`src/rtl/aef_pkg.sv`:
```
// Purpose: Constants and types for the ADC event flag register bank
// Assumes: Classic Wishbone slave, 32-bit data, byte addresses
// Notes:   Interrupt enable register shares the flag register layout
// Behaviour
// - Per-conversion mode: done flag follows result valid
// - Per-conversion mode: global result read clears flag
// - Sequence mode: flag set on whole sequence done
// - Sequence mode: flag held until one written
// - Request raised only when enable bit set
// - Bit 24 mirrors global overrun status
// - Bits 19-12 mirror channel overrun status
// - Threshold event bit set on enabled event
// - Threshold bit cleared by writing one
// - Reserved bits written zero, read as zero
// - Bit 31 set by any channel overrun, or by global overrun in per-conversion mode only
// - Bit 30 set while any threshold bit set
package aef_pkg;
   localparam int                 NUM_CH          = 8;
   localparam logic [7:0]         ADDR_FLAGS      = 8'h68;
   localparam logic [7:0]         ADDR_INT_EN     = 8'h00;
   localparam logic [7:0]         ADDR_CTRL       = 8'h04;
   localparam int                 BIT_OVR_IRQ     = 31;
   localparam int                 BIT_THR_IRQ     = 30;
   localparam int                 BIT_SEQ_DONE    = 28;
   localparam int                 BIT_SEQ_OVR     = 24;
   localparam int                 LSB_CH_OVR      = 12;
   localparam int                 LSB_THR         = 0;
   localparam int                 BIT_MODE        = 0;
   localparam logic [31:0]        FLAGS_RESET     = 32'h0000_0000;
   localparam logic [31:0]        INT_EN_RESET    = 32'h0000_0000;

   typedef struct packed {
      logic                     result_valid;
      logic                     seq_complete;
      logic                     global_rd;
      logic                     global_ovr;
      logic [NUM_CH-1:0]        ch_ovr;
      logic [NUM_CH-1:0]        thr_event;
   } aef_events_t;
endpackage

```
`src/rtl/aef_w1c_bit.sv`:
```
// Purpose: One sticky flag, set by hardware, cleared by write of one
// Assumes: Set wins over clear in the same cycle
// Notes:   Used for threshold events and sequence done flag
`timescale 1ns/10ps
`default_nettype none
module aef_w1c_bit (
   input  wire logic clk_i,
   input  wire logic rst_i,
   input  wire logic set_i,
   input  wire logic clr_i,
   output logic      flag_o
);
   logic flag_q;
   logic flag_d;
   assign flag_d = set_i | (flag_q & ~clr_i);
   always_ff @(posedge clk_i) begin
      if (rst_i) flag_q <= 1'b0;
      else       flag_q <= flag_d;
   end
   assign flag_o = flag_q;
endmodule
`default_nettype wire

```
`src/rtl/aef_flags.sv`:
```
// Purpose: ADC event flag register with interrupt enable and mode control
// Assumes: Classic Wishbone, one wait state, events synchronous to clk_i
// Notes:   Single level interrupt output gated by enable register
`timescale 1ns/10ps
`default_nettype none
module aef_flags #(
   parameter int NCH = aef_pkg::NUM_CH
) (
   input  wire logic                 clk_i,
   input  wire logic                 rst_i,
   input  wire logic                 wb_cyc_i,
   input  wire logic                 wb_stb_i,
   input  wire logic                 wb_we_i,
   input  wire logic [7:0]           wb_adr_i,
   input  wire logic [3:0]           wb_sel_i,
   input  wire logic [31:0]          wb_dat_i,
   output logic      [31:0]          wb_dat_o,
   output logic                      wb_ack_o,
   input  wire aef_pkg::aef_events_t ev_i,
   output logic                      irq_o,
   output logic                      seq_dma_req_o
);
   import aef_pkg::*;

   // ==================================================
   // Bus decode
   logic        ack_q;
   logic        acc;
   logic        wr;
   logic        hit_flags;
   logic        hit_en;
   logic        hit_ctrl;
   logic [31:0] wmask;
   logic [31:0] wdat;
   assign acc       = wb_cyc_i & wb_stb_i & ~ack_q;
   assign wr        = acc & wb_we_i;
   assign hit_flags = (wb_adr_i == ADDR_FLAGS);
   assign hit_en    = (wb_adr_i == ADDR_INT_EN);
   assign hit_ctrl  = (wb_adr_i == ADDR_CTRL);
   assign wmask     = {{8{wb_sel_i[3]}}, {8{wb_sel_i[2]}}, {8{wb_sel_i[1]}}, {8{wb_sel_i[0]}}};
   assign wdat      = wb_dat_i & wmask;

   // ==================================================
   // Control and enable registers
   logic [31:0] int_en_q;
   logic        mode_q;
   always_ff @(posedge clk_i) begin
      if (rst_i) begin
         int_en_q <= INT_EN_RESET;
         mode_q   <= 1'b0;
      end else begin
         if (wr && hit_en)   int_en_q <= (int_en_q & ~wmask) | wdat;
         if (wr && hit_ctrl && wb_sel_i[0]) mode_q <= wb_dat_i[BIT_MODE];
      end
   end

   // ==================================================
   // Flags
   logic            wr_flags;
   logic            seq_set;
   logic            seq_clr;
   logic            seq_flag;
   logic [NCH-1:0]  thr_q;
   logic [NCH-1:0]  thr_en;
   logic            ovr_any;
   logic            thr_any;
   assign wr_flags = wr & hit_flags;
   assign thr_en   = int_en_q[LSB_THR +: NCH];
   // Per-conversion: set on valid, clear on global result read
   // Sequence mode: set on completion, clear by writing one
   assign seq_set = mode_q ? ev_i.seq_complete : ev_i.result_valid;
   assign seq_clr = mode_q ? (wr_flags & wdat[BIT_SEQ_DONE])
                           : ev_i.global_rd;
   aef_w1c_bit u_seq (
      .clk_i  (clk_i),
      .rst_i  (rst_i),
      .set_i  (seq_set),
      .clr_i  (seq_clr),
      .flag_o (seq_flag)
   );
   genvar g;
   generate
      for (g = 0; g < NCH; g++) begin : g_thr
         aef_w1c_bit u_thr (
            .clk_i  (clk_i),
            .rst_i  (rst_i),
            .set_i  (ev_i.thr_event[g] & thr_en[g]),
            .clr_i  (wr_flags & wdat[LSB_THR + g]),
            .flag_o (thr_q[g])
         );
      end
   endgenerate
   assign ovr_any = (|ev_i.ch_ovr) | (~mode_q & ev_i.global_ovr);
   assign thr_any = |thr_q;

   // ==================================================
   // Read data and interrupt
   logic [31:0] flags_v;
   logic [31:0] rd_mux;
   always_comb begin
      flags_v = FLAGS_RESET;
      flags_v[BIT_OVR_IRQ]              = ovr_any;
      flags_v[BIT_THR_IRQ]              = thr_any;
      flags_v[BIT_SEQ_DONE]             = seq_flag;
      flags_v[BIT_SEQ_OVR]              = ev_i.global_ovr;
      flags_v[LSB_CH_OVR +: NCH]        = ev_i.ch_ovr;
      flags_v[LSB_THR +: NCH]           = thr_q;
   end
   assign rd_mux = hit_flags ? flags_v :
                   hit_en    ? int_en_q :
                   hit_ctrl  ? {31'h0, mode_q} : 32'h0;
   always_ff @(posedge clk_i) begin
      if (rst_i) begin
         ack_q    <= 1'b0;
         wb_dat_o <= 32'h0;
      end else begin
         ack_q    <= acc;
         wb_dat_o <= acc ? rd_mux : 32'h0;
      end
   end
   assign wb_ack_o = ack_q;
   assign seq_dma_req_o = seq_flag & int_en_q[BIT_SEQ_DONE];
   assign irq_o = (ovr_any & int_en_q[BIT_OVR_IRQ]) |
                  (thr_any & int_en_q[BIT_THR_IRQ]) |
                  (seq_flag & int_en_q[BIT_SEQ_DONE]);
endmodule
`default_nettype wire

```
`config.mk`:
```
export PLATFORM = sky130hd
export DESIGN_NAME = aef_flags
export DESIGN_NICKNAME = d
export VERILOG_FILES = /design/src/rtl/aef_pkg.sv /design/src/rtl/aef_w1c_bit.sv /design/src/rtl/aef_flags.sv
export SDC_FILE = /design/constraint.sdc
export NUM_CORES = 1
export LEC_CHECK = 0
export ABC_AREA = 1
export BUFFER_PORTS_ARGS = -buffer_cell sky130_fd_sc_hd__buf_2
export CAP_MARGIN = 40
export CORE_MARGIN = 8
export CORE_UTILIZATION = 50
export DETAILED_ROUTE_END_ITERATION = 7
export PLACE_DENSITY = 0.79
export SLEW_MARGIN = 20
export SYNTH_ARGS = -nofsm -noshare
export SYNTH_HDL_FRONTEND = slang
export SYNTH_SLANG_ARGS = --single-unit
```
`constraint.sdc`:
```
create_clock -name clk_i -period 3 [get_ports clk_i]
set_input_delay 0.6 -clock clk_i [delete_from_list [all_inputs] [get_ports clk_i]]
set_output_delay 0.6 -clock clk_i [all_outputs]
set_load 0.02 [all_outputs]
```
==> results.sh, run 1 <==
export IMPL_cpPeakStageDelay_ns=0.38
export IMPL_holdPathStages=2
export IMPL_netlist_area_leader_share_pct=47.2
export IMPL_die_area_mm2=0.00917
export IMPL_grt_pass1_vias=2962
export IMPL_fillers=570
export IMPL_syn_inst=402
export IMPL_dr_pass1_iters=4
export IMPL_r2r_start="wb_ack_o"
export IMPL_vias=2869
export IMPL_fin_crit_ns=2.04
export IMPL_cts_clk_slew_worst_paths_ns=0.08
export IMPL_seq_area_frac_synth_pct=47.2
export IMPL_start_util_pct=51.0
export IMPL_placed_cells=564
export IMPL_finalHoldViolCount=0
export IMPL_rows=29
export IMPL_vdd_drop_max_mv=0.290
export IMPL_min_path_type="flip-flop to flip-flop"
export IMPL_place_congestion=0.778
export IMPL_cts_setup_buffers=0
export IMPL_path_buf_inv=2
export IMPL_ys_ff_latch=75
export IMPL_critPathMaxFanout=4
export IMPL_io_pins=104
export IMPL_p_leak_nw=1.83
export IMPL_fin_skew_ns=0.00711
export IMPL_setup_violations=0
export IMPL_grt_pass1_wl_mm=13.0
export IMPL_cts_made_buffers=9
export IMPL_syn_area_per_cell_um2=7.91
export IMPL_finalSetupTns_ns=0
export IMPL_slew_headroom_pct=57.5
export IMPL_critical_path_arrival_ns=1.44
export IMPL_nets=567
export IMPL_overflow=0
export IMPL_grt_max_degree=36
export IMPL_finalCritPeriodShare_pct=68.1
export IMPL_crit_chain="inv_1, nand2_1, nand4_1, o21ai_0, nand3_1, buf_2"
export IMPL_die_width_um=95.8
export IMPL_holdPathEnd="wb_dat_o[9]"
export IMPL_startpoint_type="flip-flop"
export IMPL_crit_slowest_cell="dfxtp_1"
export IMPL_drc=0
export IMPL_globalRouteTotalUtil_pct=18.1
export IMPL_crit_type="flip-flop to output pin"
export IMPL_ant_nets=0
export IMPL_fmax_mhz=489
export IMPL_synthDistinctLibCells=27
export IMPL_multi_input_area_mm2=0.00136
export IMPL_ys_top_cells_by_area="dfxtp_1 47%, nand2_1 12%, a21oi_1 5.5%, nand3_1 5.3%, inv_1 4.7%"
export IMPL_port_buffer_count=103
export IMPL_stdcell_count=580
export IMPL_seqCellArea_mm2=0.00150
export IMPL_outcome="completed"
export IMPL_rsz0062_at_grt="false"
export IMPL_ff2ff_setup_slack_ns=1.39
export IMPL_critical_path_top_delay_family="flip-flops"
export IMPL_slew_violations=0
export IMPL_power_density_mw_per_mm2=485
export IMPL_cts_tree="built"
export IMPL_hpwlAfterDp_mm=5.97
export IMPL_cts_hold_buf=0
export IMPL_final_cell_mix="104 x nand2_1, 103 x buf_2, 75 x dfxtp_1"
export IMPL_finalWirelength_mm=7.99
export IMPL_dieHeight_um=95.8
export IMPL_grt_antenna_before_repair=0
export IMPL_drv_cap=0
export IMPL_syn_to_final_growth_pct=21.0
export IMPL_ctsLongestPathBuffers=2
export IMPL_drtIter0Drc=129
export IMPL_routedWlPerCell_um=13.8
export IMPL_root_buffer="clkbuf_8"
export IMPL_diodes=0
export IMPL_layout_cells_most_common="nand2_1"
export IMPL_syn_area_mm2=0.00318
export IMPL_cp_required_ns=2.40
export IMPL_coreArea_mm2=0.00624
export IMPL_synth_largest_area_cell="dfxtp_1"
export IMPL_cts_resized=0
export IMPL_crit_path_end_kind="output pin"
export IMPL_drive_above_1_share_pct=31.0
export IMPL_ff2ff_path_depth=7
export IMPL_htreeDepth=3
export IMPL_worstMarginPinSlew_ns=0.638
export IMPL_synth_nets=471
export IMPL_yosys_warnings=0
export IMPL_cts_sinks=75
export IMPL_clk_latency_ns=0.34
export IMPL_viasPerCell=4.95
cells in the mapped netlist, drive strengths merged:
cell type,n
dfxtp,75
nor2,42
nand3b,1
o31ai,1
buf,18
a21oi,35
nand2,106
nor3,15
nand4,14
inv,45
o21ai,11
nand3,38
clkbuf,1
how the worst max path moves through the flow:
stage,start,to,slack (ns),depth (start not counted)
after floorplan,ev_i[10],irq_o,1.27,4
after global placement,wb_adr_i[1],wb_dat_o[9],0.94,7
after detailed placement,wb_adr_i[7],flip-flop,0.90,7
after CTS,mode_q,irq_o,0.94,6
after global routing,mode_q,irq_o,0.80,6
final,mode_q,irq_o,0.96,6
report_power, final:
group	internal, mW	switching (mW)
clock	0.389	0.371
sequential	0.996	0.00111
combinational	0.0428	0.0680
per-layer routing:
metal | part of all wire (%) | track usage (%) | routed length [µm]
met1 | 41 | 20.4 | 3270
met2 | 49 | 31.3 | 3920
met3 | 8.9 | 5.46 | 708
met4 | 1.2 | 7.04 | 93
met5 | 0 | 0 | 0
kinds of logic (layout without fill, tap and decap cells):
kind of cell | count (synthesis) | count (layout) | share of synthesized area (%)
AO/OA/AOI/OAI | 47 | 47 | 8.53
buffers and inverters | 64 | 165 | 10.2
AND/OR/NAND/NOR | 216 | 216 | 34.1
flip-flops | 75 | 75 | 47.2
layout make-up:
class	count	share of cell area [%]
Clock buffer	11	3.41
Clock inverter	5	1.63
Multi-Input combinational cell	263	35.2
Tap cell	77	2.50
Inverter	45	4.65
Timing Repair Buffer	104	13.6
Sequential cell	75	39.0
stage by stage:
stage	power [mW]	instance area, µm²	setup WS, ns	utilization [%]	hold slack (ns)
2_1_floorplan	1.07	3180	1.27	-	0.422
3_3_place_gp	1.13	3650	0.943	58.6	0.433
3_5_place_dp	1.13	3650	0.899	58.6	0.442
4_1_cts	1.88	3850	0.935	61.7	0.456
5_1_grt	1.95	3850	0.803	61.7	0.467
6_report	1.87	3850	0.957	61.7	0.452
worst min-delay path, cell delays in order (launching register included):
cell	delay, ns
dfxtp_1	0.30
inv_1	0.06
nor3_1	0.05
No activity file was read; power rests on OpenSTA's default activity.
==> run 2, diff against run 1 <==
--- a/config.mk
+++ b/config.mk
@@ -9,9 +9,9 @@
 export BUFFER_PORTS_ARGS = -buffer_cell sky130_fd_sc_hd__buf_2
 export CAP_MARGIN = 40
 export CORE_MARGIN = 8
-export CORE_UTILIZATION = 50
+export CORE_UTILIZATION = 45
 export DETAILED_ROUTE_END_ITERATION = 7
-export PLACE_DENSITY = 0.79
+export PLACE_DENSITY = 0.75
 export SLEW_MARGIN = 20
 export SYNTH_ARGS = -nofsm -noshare
 export SYNTH_HDL_FRONTEND = slang
==> constraint.sdc (replaced) <==
create_clock -name clk_i -period 1.7 [get_ports clk_i]
set_input_delay 0.34 -clock clk_i [delete_from_list [all_inputs] [get_ports clk_i]]
set_output_delay 0.34 -clock clk_i [all_outputs]
set_load 0.02 [all_outputs]
==> results.sh, run 2 (synthesized netlist as in run 1, its figures left out) <==
export IMPL_power_density_mw_per_mm2=868
export IMPL_rsz0062_at_grt="true"
export IMPL_cts_sinks=75
export IMPL_viasPerCell=4.78
export IMPL_total_power_mw=3.53
export IMPL_dieHeight_um=100
export IMPL_min_path_type="input port to flip-flop"
export IMPL_final_area_mm2=0.00407
export IMPL_r2r_start="g_thr[2].u_thr.flag_o"
export IMPL_outcome="completed"
export IMPL_worstMarginPinSlew_ns=0.470
export IMPL_globalRouteTotalUtil_pct=16.8
export IMPL_dp_slack_ns=0.0264
export IMPL_drc=0
export IMPL_dpl_instance_area_mm2=0.00373
export IMPL_coreArea_mm2=0.00683
export IMPL_finalCritPeriodShare_pct=99.8
export IMPL_setup_slack_ns=0.00353
export IMPL_io_pins=104
export IMPL_grt_max_degree=29
export IMPL_clk_latency_ns=0.34
export IMPL_crit_type="flip-flop to output pin"
export IMPL_place_congestion=0.843
export IMPL_grt_antenna_before_repair=0
export IMPL_crit_path_end_kind="output pin"
export IMPL_ff2ff_path_depth=11
export IMPL_drive_above_1_share_pct=34.9
export IMPL_fmax_mhz=589
export IMPL_cts_made_buffers=9
export IMPL_finalWirelength_mm=8.39
export IMPL_port_buffer_count=103
export IMPL_slew_violations=0
export IMPL_setup_violations=0
export IMPL_vdd_drop_max_mv=0.434
export IMPL_placed_cells=588
export IMPL_cts_clk_slew_worst_paths_ns=0.08
export IMPL_hp_start="ev_i[14]"
export IMPL_nets=583
export IMPL_startpoint_type="flip-flop"
export IMPL_die_width_um=100
export IMPL_dr_pass1_iters=4
export IMPL_critPathMaxFanout=4
export IMPL_rows=30
export IMPL_grt_pass1_vias=2945
export IMPL_slew_headroom_pct=68.6
export IMPL_grt_pass1_wl_mm=13.6
export IMPL_critical_path_arrival_ns=1.36
export IMPL_drv_cap=0
export IMPL_hold_ws_ns=0.213
export IMPL_stdcell_count=615
export IMPL_hpwlAfterDp_mm=6.23
export IMPL_fin_crit_ns=1.70
export IMPL_layout_cells_most_common="nand2_1"
export IMPL_start_util_pct=46.6
export IMPL_holdPathStages=3
export IMPL_ff2ff_setup_slack_ns=0.06
export IMPL_ant_nets=0
export IMPL_finalHoldViolCount=0
export IMPL_routedWlPerCell_um=13.6
export IMPL_fin_skew_ns=0.00770
export IMPL_diodes=0
export IMPL_root_buffer="clkbuf_8"
export IMPL_overflow=0
export IMPL_final_cell_mix="104 x nand2_1, 102 x buf_2, 72 x dfxtp_1"
export IMPL_p_leak_nw=1.94
export IMPL_holdPathEnd="wb_dat_o[18]"
export IMPL_syn_to_final_growth_pct=27.8
export IMPL_die_area_mm2=0.0100
export IMPL_r2r_end="wb_dat_o[2]"
export IMPL_cp_required_ns=1.36
export IMPL_drtIter0Drc=142
export IMPL_vias=2937
export IMPL_htreeDepth=3
export IMPL_cts_tree="built"
export IMPL_ctsLongestPathBuffers=2
run 2: cell count changes in the layout (fill, tap and decap cells not counted), moves of 2 or more:
cell      change
buf_4        +15
inv_2         +2
clkbuf_8      +2
dfxtp_1       -3
dfxtp_2       +2
clkbuf_1      -2
inv_1         -2
run 2: report_power, final:
group | switching [mW] | total [mW] | leakage, nW | internal (mW)
clock | 0.658 | 1.57 | 0.112 | 0.912
combinational | 0.121 | 0.201 | 1.22 | 0.0807
sequential | 0.00208 | 1.76 | 0.606 | 1.76
total | 0.781 | 3.53 | 1.94 | 2.75
run 2: worst max-delay path, stage by stage (launching register included):
cell     delay, ns
dfxtp_4       0.37
inv_1         0.05
nand2_1       0.08
nand4_1       0.13
o21ai_2       0.16
nand3_2       0.09
buf_6         0.13
run 2: layout make-up:
| type | count | area [µm²] |
|---|---|---|
| repair buffers | 120 | 662 |
| multi-input cells | 263 | 1360 |
| flip-flops and latches | 75 | 1510 |
| well taps | 96 | 120 |
| clock buffers | 11 | 151 |
| clock inverters | 5 | 83.8 |
| fillers | 647 | 2760 |
| inverters | 45 | 179 |
run 2: layer usage:
layer	wire length, µm	GRT usage (%)	up-vias	part of all wire (%)
met5	0	0	-	0
met4	72	4.53	0	0.86
met3	597	5.40	7	7.1
met2	4140	28.7	99	49
met1	3580	19.6	1317	43
li1	-	-	1514	-
run 2: timing repair:
| item | 4_1_cts | 5_1_grt |
|---|---|---|
| gates cloned | 0 | 0 |
| buffers inserted | 12 | 0 |
| pin swaps | 5 | 4 |
| gates resized for setup | 9 | 2 |
| hold buffers | 0 | 0 |
| setup endpoints to repair | 1 | 2 |
| hold endpoints to repair | 0 | 0 |
run 2: worst max path at each step:
stage / cells past startpoint / slack [ns] / start / to
floorplan: 6 / 0.39 / wb_ack_o / flip-flop
detailed placement: 7 / 0.03 / wb_adr_i[6] / flip-flop
global route: 6 / -0.08 / mode_q / irq_o
global placement: 7 / 0.05 / wb_adr_i[6] / flip-flop
CTS: 7 / -0.04 / g_thr[5].u_thr.flag_o / irq_o
finish: 6 / 0.004 / mode_q / irq_o
run 2: through the flow:
stage | setup TNS [ns] | util [%]
floorplan | 0 | -
global placement | 0 | 54.6
detailed placement | 0 | 54.6
CTS | -0.0413 | 59.6
global route | -0.0827 | 59.5
finish | 0 | 59.5
